[src/design/rtc_alarm_pkg.sv]
// Package with register layout, offsets and shared types of the alarm control block.
package rtc_alarm_pkg;
  localparam int          ADDR_W          = 20;
  localparam logic [19:0] CTRL_ONE_ADDR   = 20'hFFF9E;
  localparam logic [19:0] IRQ_STATUS_ADDR = 20'hFFFA0;
  localparam logic [19:0] IRQ_MASK_ADDR   = 20'hFFFA1;
  localparam logic [7:0]  CTRL_RESET      = 8'h00;
  localparam logic [7:0]  CTRL_FIXED_ZERO = 8'h24;
  localparam int          BIT_MATCH_EN    = 7;
  localparam int          BIT_IRQ_EN      = 6;
  localparam int          BIT_DETECTED    = 4;
  localparam int          BIT_PERIODIC    = 3;
  localparam int          BIT_WAIT_STAT   = 1;
  localparam int          BIT_WAIT_REQ    = 0;
  localparam int          EVT_ALARM       = 0;
  localparam int          EVT_PERIODIC    = 1;
  localparam int          EVT_W           = 2;
  localparam logic [1:0]  EVT_RESET       = 2'h0;

  typedef struct packed {
    logic [19:0] addr;
    logic [7:0]  wdata;
    logic [7:0]  wmask;
    logic        wr;
    logic        rd;
  } bus_req_t;
endpackage : rtc_alarm_pkg

[src/design/rtc_flag_cell.sv]
`timescale 1ns/10ps
// Sticky flag cell: hardware set wins over a software clear in the same cycle.
module rtc_flag_cell (
  input  wire logic core_clk,
  input  wire logic srst,
  input  wire logic setPulse,
  input  wire logic clrPulse,
  output logic      flag
);
  logic flag_reg;
  logic flag_next;

  always_comb
  begin
    flag_next = flag_reg;
    if (clrPulse)
      flag_next = 1'b0;
    if (setPulse)
      flag_next = 1'b1;
  end

  always_ff @(posedge core_clk)
  begin
    if (srst)
      flag_reg <= 1'b0;
    else
      flag_reg <= flag_next;
  end

  assign flag = flag_reg;
endmodule : rtc_flag_cell

[src/design/rtc_alarm_control.sv]
`timescale 1ns/10ps
// Alarm control register of the calendar clock with interrupt status and mask.
module rtc_alarm_control (
  input  wire logic       core_clk,
  input  wire logic       srst,
  input  wire logic [19:0] busAddr,
  input  wire logic [7:0] busWdata,
  input  wire logic [7:0] busWmask,
  input  wire logic       busWrite,
  input  wire logic       busRead,
  output logic [7:0]      busRdata,
  input  wire logic       alarmMatch,
  input  wire logic       periodicEvent,
  input  wire logic       calendarTick,
  input  wire logic       counterWaitStatus,
  output logic            alarmMatchEnable,
  output logic            counterWaitRequest,
  output logic            clockCalendarIrq,
  output logic            irqOut
);
  rtc_alarm_pkg::bus_req_t req;
  logic [7:0] ctrl_reg;
  logic [7:0] ctrl_next;
  logic [7:0] rdata_reg;
  logic [7:0] rdata_next;
  logic [1:0] mask_reg;
  logic [1:0] mask_next;
  logic       pendMatch_reg;
  logic       pendMatch_next;
  logic       calIrq_reg;
  logic       calIrq_next;
  logic       irq_reg;
  logic       irq_next;
  logic       detected;
  logic       periodic;
  logic       detSet;
  logic       detClr;
  logic       perClr;
  logic [1:0] evtStatus;
  logic [1:0] evtSet;
  logic [1:0] evtClr;
  logic [1:0] evtFlag;

  function automatic logic hit(input logic [19:0] a, input logic [19:0] target);
    hit = (a == target);
  endfunction : hit

  // Write decode shared by the control register, the mask and every flag clear.
  function automatic logic wrHit(input rtc_alarm_pkg::bus_req_t r, input logic [19:0] target);
    wrHit = r.wr && hit(r.addr, target);
  endfunction : wrHit

  assign req.addr  = busAddr;
  assign req.wdata = busWdata;
  assign req.wmask = busWmask;
  assign req.wr    = busWrite;
  assign req.rd    = busRead;

  // A match seen with matching disabled is dropped; the pending stage models the
  // one operating clock delay, so the set lands on the next calendar tick.
  always_comb
  begin
    pendMatch_next = pendMatch_reg;
    if (!ctrl_reg[rtc_alarm_pkg::BIT_MATCH_EN])
      pendMatch_next = 1'b0;
    else if (alarmMatch)
      pendMatch_next = 1'b1;
    else if (calendarTick)
      pendMatch_next = 1'b0;
  end

  assign detSet = pendMatch_reg && calendarTick && ctrl_reg[rtc_alarm_pkg::BIT_MATCH_EN];

  // Writing zero to a flag bit clears it; writing one leaves it untouched.
  assign detClr = wrHit(req, rtc_alarm_pkg::CTRL_ONE_ADDR)
                  && req.wmask[rtc_alarm_pkg::BIT_DETECTED]
                  && !req.wdata[rtc_alarm_pkg::BIT_DETECTED];
  assign perClr = wrHit(req, rtc_alarm_pkg::CTRL_ONE_ADDR)
                  && req.wmask[rtc_alarm_pkg::BIT_PERIODIC]
                  && !req.wdata[rtc_alarm_pkg::BIT_PERIODIC];

  rtc_flag_cell detectedCell (
    .core_clk (core_clk),
    .srst     (srst),
    .setPulse (detSet),
    .clrPulse (detClr),
    .flag     (detected)
  );

  rtc_flag_cell periodicCell (
    .core_clk (core_clk),
    .srst     (srst),
    .setPulse (periodicEvent),
    .clrPulse (perClr),
    .flag     (periodic)
  );

  assign evtSet[rtc_alarm_pkg::EVT_ALARM]    = detSet && ctrl_reg[rtc_alarm_pkg::BIT_IRQ_EN];
  assign evtSet[rtc_alarm_pkg::EVT_PERIODIC] = periodicEvent;

  // Interrupt status bits are cleared by writing one, per bit.
  genvar gi;
  generate
    for (gi = 0; gi < rtc_alarm_pkg::EVT_W; gi++)
    begin : gEvt
      assign evtClr[gi] = wrHit(req, rtc_alarm_pkg::IRQ_STATUS_ADDR)
                          && req.wmask[gi] && req.wdata[gi];
      rtc_flag_cell evtCell (
        .core_clk (core_clk),
        .srst     (srst),
        .setPulse (evtSet[gi]),
        .clrPulse (evtClr[gi]),
        .flag     (evtFlag[gi])
      );
    end
  endgenerate

  assign evtStatus = evtFlag;

  always_comb
  begin
    ctrl_next = ctrl_reg;
    mask_next = mask_reg;
    if (wrHit(req, rtc_alarm_pkg::CTRL_ONE_ADDR))
      ctrl_next = (ctrl_reg & ~req.wmask) | (req.wdata & req.wmask);
    if (wrHit(req, rtc_alarm_pkg::IRQ_MASK_ADDR))
      mask_next = (mask_reg & ~req.wmask[1:0]) | (req.wdata[1:0] & req.wmask[1:0]);
    // Flag and status positions are not stored here; the flags live in the flag cells, the wait status comes from counterWaitStatus.
    ctrl_next[rtc_alarm_pkg::BIT_DETECTED]  = 1'b0;
    ctrl_next[rtc_alarm_pkg::BIT_PERIODIC]  = 1'b0;
    ctrl_next[rtc_alarm_pkg::BIT_WAIT_STAT] = 1'b0;
    ctrl_next = ctrl_next & ~rtc_alarm_pkg::CTRL_FIXED_ZERO;
  end

  always_comb
  begin
    rdata_next = 8'h00;
    if (req.rd)
    begin
      if (hit(req.addr, rtc_alarm_pkg::CTRL_ONE_ADDR))
      begin
        rdata_next = ctrl_reg & ~rtc_alarm_pkg::CTRL_FIXED_ZERO;
        rdata_next[rtc_alarm_pkg::BIT_DETECTED]  = detected;
        rdata_next[rtc_alarm_pkg::BIT_PERIODIC]  = periodic;
        rdata_next[rtc_alarm_pkg::BIT_WAIT_STAT] = counterWaitStatus;
      end
      else if (hit(req.addr, rtc_alarm_pkg::IRQ_STATUS_ADDR))
        rdata_next = {6'h00, evtStatus};
      else if (hit(req.addr, rtc_alarm_pkg::IRQ_MASK_ADDR))
        rdata_next = {6'h00, mask_reg};
    end
  end

  // The calendar interrupt pulses for each enabled alarm detection.
  always_comb
  begin
    calIrq_next = evtSet[rtc_alarm_pkg::EVT_ALARM];
    irq_next    = |(evtStatus & mask_reg);
  end

  // A reset in mid-run drops a pending match too, so no stale detection can
  // land on the first calendar tick after the reset is released.
  always_ff @(posedge core_clk)
  begin
    if (srst)
      pendMatch_reg <= 1'b0;
    else
      pendMatch_reg <= pendMatch_next;
  end

  always_ff @(posedge core_clk)
  begin
    if (srst)
    begin
      ctrl_reg <= rtc_alarm_pkg::CTRL_RESET;
      mask_reg <= rtc_alarm_pkg::EVT_RESET;
    end
    else
    begin
      ctrl_reg <= ctrl_next;
      mask_reg <= mask_next;
    end
  end

  // Read data return to zero after one cycle, so a stale value can never be
  // taken for the answer to a later read.
  always_ff @(posedge core_clk)
  begin
    if (srst)
      rdata_reg <= 8'h00;
    else
      rdata_reg <= rdata_next;
  end

  always_ff @(posedge core_clk)
  begin
    if (srst)
    begin
      calIrq_reg <= 1'b0;
      irq_reg    <= 1'b0;
    end
    else
    begin
      calIrq_reg <= calIrq_next;
      irq_reg    <= irq_next;
    end
  end

  assign busRdata           = rdata_reg;
  assign alarmMatchEnable   = ctrl_reg[rtc_alarm_pkg::BIT_MATCH_EN];
  assign counterWaitRequest = ctrl_reg[rtc_alarm_pkg::BIT_WAIT_REQ];
  assign clockCalendarIrq   = calIrq_reg;
  assign irqOut             = irq_reg;
endmodule : rtc_alarm_control

[config.mk]
export PLATFORM = sky130hd
export DESIGN_NAME = rtc_alarm_control
export DESIGN_NICKNAME = d
export VERILOG_FILES = /design/src/design/rtc_alarm_pkg.sv /design/src/design/rtc_flag_cell.sv /design/src/design/rtc_alarm_control.sv
export SDC_FILE = /design/constraint.sdc
export NUM_CORES = 1
export LEC_CHECK = 0
export BUFFER_PORTS_ARGS = -buffer_cell sky130_fd_sc_hd__buf_2
export CAP_MARGIN = 20
export CORE_UTILIZATION = 35
export DETAILED_ROUTE_END_ITERATION = 6
export PLACE_DENSITY = 0.75
export SYNTH_ARGS = -nofsm -noshare
export SYNTH_HDL_FRONTEND = slang
export SYNTH_SLANG_ARGS = --single-unit
[constraint.sdc]
create_clock -name core_clk -period 3.7 [get_ports core_clk]
set_input_delay 0.37 -clock core_clk [delete_from_list [all_inputs] [get_ports core_clk]]
set_output_delay 0.37 -clock core_clk [all_outputs]
set_load 0.03 [all_outputs]
==> results of run 1 <==
## worst max path at each step
stage / to / slack [ns] / depth (start not counted)
2_1_floorplan: register / 2.00 / 4
5_1_grt: register / 1.93 / 5
3_5_place_dp: periodicCell.flag / 1.65 / 5
4_1_cts: periodicCell.flag / 1.96 / 5
6_report: register / 2.05 / 5
3_3_place_gp: periodicCell.flag / 1.66 / 5
## synth_stat cells (all sizes together)
cell type | count | share of area [%]
o21bai | 3 | 2.6
nand3 | 7 | 4.1
mux2 | 2 | 2.6
conb | 1 | 0.44
a21oi | 8 | 4.7
nand2 | 3 | 1.3
and2 | 7 | 5.1
and3 | 3 | 2.2
nor2b | 1 | 0.73
nand2b | 3 | 3.1
a41oi | 1 | 1.0
o21ai | 4 | 2.3
nor3b | 2 | 1.8
inv | 5 | 2.2
nor2 | 3 | 1.3
a22oi | 1 | 0.88
dfxtp | 18 | 42
nand4b | 1 | 1.0
clkbuf | 1 | 0.44
nand4 | 7 | 5.1
o31ai | 1 | 0.88
and3b | 1 | 1.0
and4b | 1 | 1.2
or3 | 2 | 1.5
nor3 | 2 | 1.2
or4 | 2 | 2.2
nor4b | 1 | 1.0
buf | 3 | 2.6
nor4 | 3 | 2.2
a31oi | 1 | 0.73
## report_power, final
group	switching, mW	internal (mW)	leakage [nW]
logic	0.0208	0.0214	0.371
registers	0.00106	0.195	0.146
clock network	0.0575	0.0599	0.0210
## logic make-up after synthesis
| logic type | after synthesis | share of synthesized area (%) |
|---|---|---|
| buf+inv | 9 | 5.29 |
| other cells | 1 | 0.440 |
| compound gates | 19 | 13.2 |
| flops | 18 | 42.3 |
| mux | 2 | 2.64 |
| simple gates | 49 | 36.1 |
## critical path, stage by stage
cell	delay, ns
buf_2	0.10
nand2b_4	0.13
or4_4	0.60
or4_1	0.52
a21oi_1	0.16
## area by class of cell
cell class / count / area [um^2]
tap: 28 / 35.0
fill: 228 / 1100
multi-input combinational: 72 / 450
clock buffer: 4 / 36.3
timing repair buffer: 50 / 250
sequential: 18 / 360
inverter: 5 / 18.8
## metrics by stage
| stage | util [%] | setup WS (ns) | cell area [um^2] |
|---|---|---|---|
| floorplan | - | 2.00 | 856 |
| global placement | 49.2 | 1.66 | 1110 |
| detailed placement | 49.2 | 1.65 | 1110 |
| CTS | 50.8 | 1.96 | 1150 |
| global route | 51.1 | 1.93 | 1150 |
| finish | 51.1 | 2.05 | 1150 |
## layer usage
| metal | GRT usage (%) | vias to the layer above | share of wire [%] |
|---|---|---|---|
| met5 | 0 | - | 0 |
| met4 | 5.41 | 0 | 0.68 |
| met3 | 5.36 | 2 | 7.4 |
| met2 | 30.7 | 38 | 49 |
| met1 | 24.0 | 429 | 42 |
| li1 | - | 463 | - |
==> summary.md, run 1 <==
| Metric | Value |
|---|---|
| WHS Path Cells | `2` |
| Sequential area share after synthesis | `42.3%` |
| Core ar. | `0.00225 mm^2` |
| Drt first pass iters | `4` |
| Reg-to-Reg End | `detectedCell.flag` |
| Clock Latency Late Sink | `0.29 ns` |
| Setup TNS | `0 ns` |
| CP required | `3.92 ns` |
| Area growth from synthesis to layout | `35.1%` |
| Critical Path AT | `1.87 ns` |
| First-pass GRT wire length | `3.71 mm` |
| Endpoints failing setup | `0` |
| Post-Syn Area per Cell | `8.69 um^2` |
| Row count | `17` |
| Wirelength per Cell | `12.5 um` |
| Worst R2R Path Depth | `3` |
| Commonest non-fill, non-tap cell in the layout | `buf_2` |
| Largest net degree at the start of global routing | `14` |
| Non-Filler Instances | `177` |
| DRT iter0 DRCs | `28` |
| Clock Skews | `0.000834 ns` |
| Hold buffers post-CTS | `0` |
| Max_slew headroom | `49.8%` |
| Hold Crit Class | `input pin to register` |
| Die area | `0.00264 mm^2` |
| Final hold violations | `0` |
| Bufs on Longest Clock Path | `2` |
| DR vias | `932` |
| CTS tree | `built` |
| Power, Total | `0.356 mW` |
| Routed WL | `2.22 mm` |
| Hold Slack | `0.261 ns` |
| Final GP Congestion | `0.799` |
| Cell Area, Synth | `852 um^2` |
| Fmax | `606 MHz` |
| Status | `finished, final reports clean` |
| DP HPWL | `1.69 mm` |
| Die Y | `51.3 um` |
| Starting density of the core | `37.8%` |
| Post-CTS setup buffers | `0` |
| I/O pin count | `56` |
| Num CTS Buffers | `3` |
| Die width | `51.3 um` |
| Vias/cell | `5.27` |
| PortBufs | `49` |
| Type of origin of the critical path | `input pin` |
| Share of layout cells above drive strength 1 | `38.9%` |
| # H-tree levels | `1` |
| Sink Count | `18` |
| Placed Cells | `172` |
| Final ANT Viol Nets | `0` |
| Final-stage net count | `194` |
| Clock root cell | `clkbuf_4` |
| Worst slew pin tran | `0.746 ns` |
| CP startpoint | `busAddr[6]` |
| CP Capture Type | `register` |
| CTS resizes | `0` |
| Vias in the first global route | `866` |
| Initial antenna violation count | `0` |
| Count of different cell masters after synthesis | `32` |
| N_diodes | `0` |
| Tmin final | `1.65 ns` |
| Synth Register Bits | `18` |
| Peak VDD IR | `0.000237 V` |
| Hold EP | `periodicCell.flag` |
| Setup Crit Path Kind | `input pin to register` |
| Setup repair after global routing missed its margin | `false` |
| Pleak | `0.538 nW` |
| Pwr Density | `309 mW/mm^2` |
| Post-synthesis cell count | `98` |
| Worst Hold Launch | `busWmask[3]` |
| YS warnings | `0` |
| Most frequent cells in the layout | `buf_2, dfxtp_1, a21oi_1` |
| Critical Path Fanout Max | `11` |
| Max Cap Viol | `0` |
| Total GRT Usage | `18.8%` |
| Max Transition Viols Final | `0` |
| DRC errors left | `0` |
| R2r setup slk | `2.73 ns` |
| Gr ovfl total | `0` |
| Final Cycle Share | `44.6%` |
| Worst-path clk slew | `0.10 ns` |
No activity file was read; power rests on OpenSTA's default activity.
==> run 2, diff against run 1 <==
PLACE_DENSITY = 0.77   (was 0.75)
clock period = 1.45 ns   (was 3.7 ns; I/O delays follow)
==> summary.md, run 2 (synthesis gave the netlist of run 1 again) <==
| Metric | Value |
|---|---|
| Status | `finished, final reports clean` |
| Final Cycle Share | `92.8%` |
| Fmax | `743 MHz` |
| N_diodes | `0` |
| Setup repair after global routing missed its margin | `false` |
| Initial antenna violation count | `0` |
| Post-CTS setup buffers | `0` |
| Final instance area | `0.00118 mm^2` |
| Largest net degree at the start of global routing | `14` |
| Core ar. | `0.00225 mm^2` |
| Worst-path clk slew | `0.10 ns` |
| DR vias | `916` |
| Endpoints failing setup | `0` |
| Crit. path cell count | `6` |
| DRC errors left | `0` |
| Pwr Density | `775 mW/mm^2` |
| # H-tree levels | `1` |
| Hold buffers post-CTS | `0` |
| Type of origin of the critical path | `input pin` |
| Hold Crit Class | `input pin to register` |
| CP peak stage delay | `0.53 ns` |
| Critical Path AT | `1.58 ns` |
| Max Transition Viols Final | `0` |
| CP top delay family | `simple AND/OR/NAND/NOR gates` |
| Setup Crit Path Kind | `input pin to register` |
| Place WS | `-0.194 ns` |
| Sink Count | `18` |
| Share of layout cells above drive strength 1 | `40.1%` |
| Drt first pass iters | `4` |
| Final WS setup | `0.104 ns` |
| Wirelength per Cell | `11.5 um` |
| Die area | `0.00264 mm^2` |
| CTS resizes | `0` |
| Final GP Congestion | `0.875` |
| Row count | `17` |
| Bufs on Longest Clock Path | `2` |
| Area growth from synthesis to layout | `38.0%` |
| Non-Filler Instances | `180` |
| Gr ovfl total | `0` |
| Starting density of the core | `37.8%` |
| I/O pin count | `56` |
| PortBufs | `49` |
| First-pass GRT wire length | `3.46 mm` |
| Final hold violations | `0` |
| Num CTS Buffers | `3` |
| Peak VDD IR | `0.000448 V` |
| DRT iter0 DRCs | `19` |
| DP HPWL | `1.70 mm` |
| Placed cell area | `0.00114 mm^2` |
| Routed WL | `2.07 mm` |
| Vias/cell | `5.09` |
| Critical Path Fanout Max | `10` |
| Most frequent cells in the layout | `buf_2, dfxtp_1, a21oi_1` |
| CTS tree | `built` |
| Placed Cells | `176` |
| Final ANT Viol Nets | `0` |
| Critical path's slowest cell | `or4_4` |
| WHS Path Cells | `2` |
| Clock root cell | `clkbuf_4` |
| Clock Latency Late Sink | `0.29 ns` |
| Commonest non-fill, non-tap cell in the layout | `buf_2` |
| Pleak | `0.553 nW` |
| Setup TNS | `0 ns` |
| Tmin final | `1.35 ns` |
| Worst R2R Path Depth | `3` |
| Max Cap Viol | `0` |
| Fillers | `232` |
| Vias in the first global route | `862` |
| CP required | `1.69 ns` |
| Die Y | `51.3 um` |
| Cells along the critical path | `buf_2 > nand2b_4 > or4_4 > buf_4 > nor3_1 > and2_1` |
| Hold Slack | `0.0303 ns` |
| CP Buf/Inv Count | `2` |
| Total GRT Usage | `17.7%` |
| Clock Skews | `0.00169 ns` |
| CP Capture Type | `register` |
| Final-stage net count | `197` |
| Die width | `51.3 um` |
-- run 2: changes by cell type in the layout (fill, tap and decap cells not counted) --
cell	delta
buf_4	+4
clkbuf_2	-1
-- run 2: power by group --
| group | leakage (nW) | internal [mW] | switching [mW] | total [mW] |
|---|---|---|---|---|
| sequential | 0.146 | 0.498 | 0.00257 | 0.501 |
| combinational | 0.386 | 0.0559 | 0.0522 | 0.108 |
| clock | 0.0210 | 0.153 | 0.150 | 0.303 |
| total | 0.553 | 0.707 | 0.205 | 0.912 |
-- run 2: worst paths after layout --
kind                           from                    to  slack [ns]
setup / recovery         busAddr[6]           busRdata[6]        0.10
hold / removal          busWmask[3]     periodicCell.flag        0.03
setup reg to reg           register  gEvt[0].evtCell.flag        0.50
hold reg to reg   detectedCell.flag           busRdata[4]        0.47
-- run 2: layout make-up --
type	count	area (um^2)	share of cell area [%]
Inverter	5	18.8	1.60
Timing Repair Buffer	53	275	23.4
Multi-Input combinational cell	72	450	38.3
Sequential cell	18	360	30.6
Tap cell	28	35.0	2.98
Clock buffer	4	36.3	3.09
-- run 2: stage by stage --
| step | power (mW) | utilization (%) |
|---|---|---|
| final | 0.912 | 52.2 |
| after global routing | 0.957 | 52.2 |
| after CTS | 0.916 | 52.2 |
| after detailed placement | 0.620 | 50.6 |
| after global placement | 0.617 | 50.6 |
| after floorplan | 0.555 | - |
-- run 2: routing by layer --
metal	part of all wire (%)	vias to the layer above	GRT usage [%]
met5	0	-	0
met4	0.77	0	6.76
met3	5.3	2	2.68
met2	52	29	32.2
met1	41	419	20.5
li1	-	466	-
==> run 3, diff against run 2 <==
GPL_TIMING_DRIVEN = 0   (was unset)
==> summary.md, run 3 (synthesis gave the netlist of run 1 again) <==
| Metric | Value |
|---|---|
| Placed Cells | `177` |
| Vias/cell | `5.24` |
| Sink Count | `18` |
| DR vias | `949` |
| Fmax | `750 MHz` |
| Die Y | `51.3 um` |
| PortBufs | `49` |
| Hold Slack | `0.0204 ns` |
| Core ar. | `0.00225 mm^2` |
| Row count | `17` |
| Int Pwr | `0.710 mW` |
| Top sig layer | `met4` |
| Area growth from synthesis to layout | `39.9%` |
| Critical Path Fanout Max | `2` |
| Die area | `0.00264 mm^2` |
| CP required | `1.68 ns` |
| First-pass GRT wire length | `3.82 mm` |
| Vias in the first global route | `906` |
| CP peak stage delay | `0.54 ns` |
| Post-CTS setup buffers | `0` |
| Final GP Congestion | `0.835` |
| Critical path's slowest cell | `or4_4` |
| Total GRT Usage | `19.5%` |
| Bufs on Longest Clock Path | `2` |
| Final Cycle Share | `92.0%` |
| Commonest non-fill, non-tap cell in the layout | `buf_2` |
| Non-Filler Instances | `181` |
| Clock root cell | `clkbuf_4` |
| DP HPWL | `1.76 mm` |
| Clock Skews | `0.00369 ns` |
| Worst-path clk slew | `0.10 ns` |
| Final ANT Viol Nets | `0` |
| Power, Total | `0.928 mW` |
| CTS tree | `built` |
| Peak VDD IR | `0.000689 V` |
| Routed WL | `2.27 mm` |
| Util after Layout | `52.9%` |
| Hold Crit Class | `input pin to register` |
| Endpoints failing setup | `0` |
| Pwr Density | `779 mW/mm^2` |
| N_diodes | `0` |
| Die width | `51.3 um` |
| DR WL met2 | `1.18 mm` |
| Share of layout cells above drive strength 1 | `41.2%` |
| CP Capture Type | `register` |
| CP top delay family | `simple AND/OR/NAND/NOR gates` |
| Num CTS Buffers | `3` |
| Sequential Power Share | `53.9%` |
| Most frequent cells in the layout | `buf_2, dfxtp_1, a21oi_1` |
| P_sw | `0.218 mW` |
| # H-tree levels | `1` |
| Final-stage net count | `198` |
| Critical Path AT | `1.56 ns` |
| Comb pwr share | `12.3%` |
| Pleak | `0.558 nW` |
| Final hold violations | `0` |
| Largest net degree at the start of global routing | `11` |
| Tmin final | `1.33 ns` |
| CP Buf/Inv Count | `1` |
| Max Cap Viol | `0` |
| DRT iter0 DRCs | `14` |
| I/O pin count | `56` |
| Met3 WL post-DR | `110 um` |
| Type of origin of the critical path | `input pin` |
| Initial antenna violation count | `0` |
| Status | `finished, final reports clean` |
| Drt first pass iters | `4` |
| Max Transition Viols Final | `0` |
| Starting density of the core | `37.8%` |
| Gr ovfl total | `0` |
| Net Sw Frac | `23.5%` |
| Setup TNS | `0 ns` |
| DRC errors left | `0` |
| Setup repair after global routing missed its margin | `false` |
| Clock network power share | `33.8%` |
| Wirelength per Cell | `12.5 um` |
| Clock Latency Late Sink | `0.30 ns` |
| Cells along the critical path | `buf_2 > nand2b_4 > or4_4 > or4_1 > a21oi_1` |
| Setup Crit Path Kind | `input pin to register` |
| Met1 Wirelength | `945 um` |
run 3: final cells by class:
type | instances | area (um^2)
tap | 28 | 35.0
timing repair buffer | 50 | 250
sequential | 18 | 360
multi-input combinational | 72 | 462
buffer | 4 | 30.0
clock buffer | 4 | 36.3
inverter | 5 | 18.8
fill | 240 | 1060
run 3: worst paths after layout:
path / cells after the start / from / slack (ns) / endpoint
hold / removal: 2 / busWmask[3] / 0.02 / periodicCell.flag
hold reg to reg: 1 / detectedCell.flag / 0.48 / busRdata[4]
setup reg to reg: 3 / register / 0.48 / gEvt[0].evtCell.flag
setup / recovery: 5 / busAddr[6] / 0.12 / register
run 3: per-stage QoR:
stage | instance area, um^2 | setup slack [ns]
2_1_floorplan | 860 | -0.0226
3_3_place_gp | 1140 | -0.419
3_5_place_dp | 1140 | -0.233
4_1_cts | 1180 | 0.0852
5_1_grt | 1190 | 0.0844
6_report | 1190 | 0.116
run 3: power groups by stage:
stage | Clock, mW | Sequential [mW] | Combinational, mW
5_1_grt | 0.346 | 0.501 | 0.125
3_3_place_gp | 0 | 0.512 | 0.109
4_1_cts | 0.322 | 0.501 | 0.111
3_5_place_dp | 0 | 0.512 | 0.111
6_report | 0.313 | 0.501 | 0.114
2_1_floorplan | 0 | 0.511 | 0.0439
run 3: repair_timing:
item                       CTS  global route
hold buffers                 0             0
resized for setup            0             2
setup endpoints to repair    0             2
run 3: routing by layer:
metal | global-route usage (%) | up-vias
met1 | 23.4 | 448
met4 | 6.76 | 0
met5 | 0 | -
met2 | 32.9 | 30
li1 | - | 467
met3 | 5.65 | 4
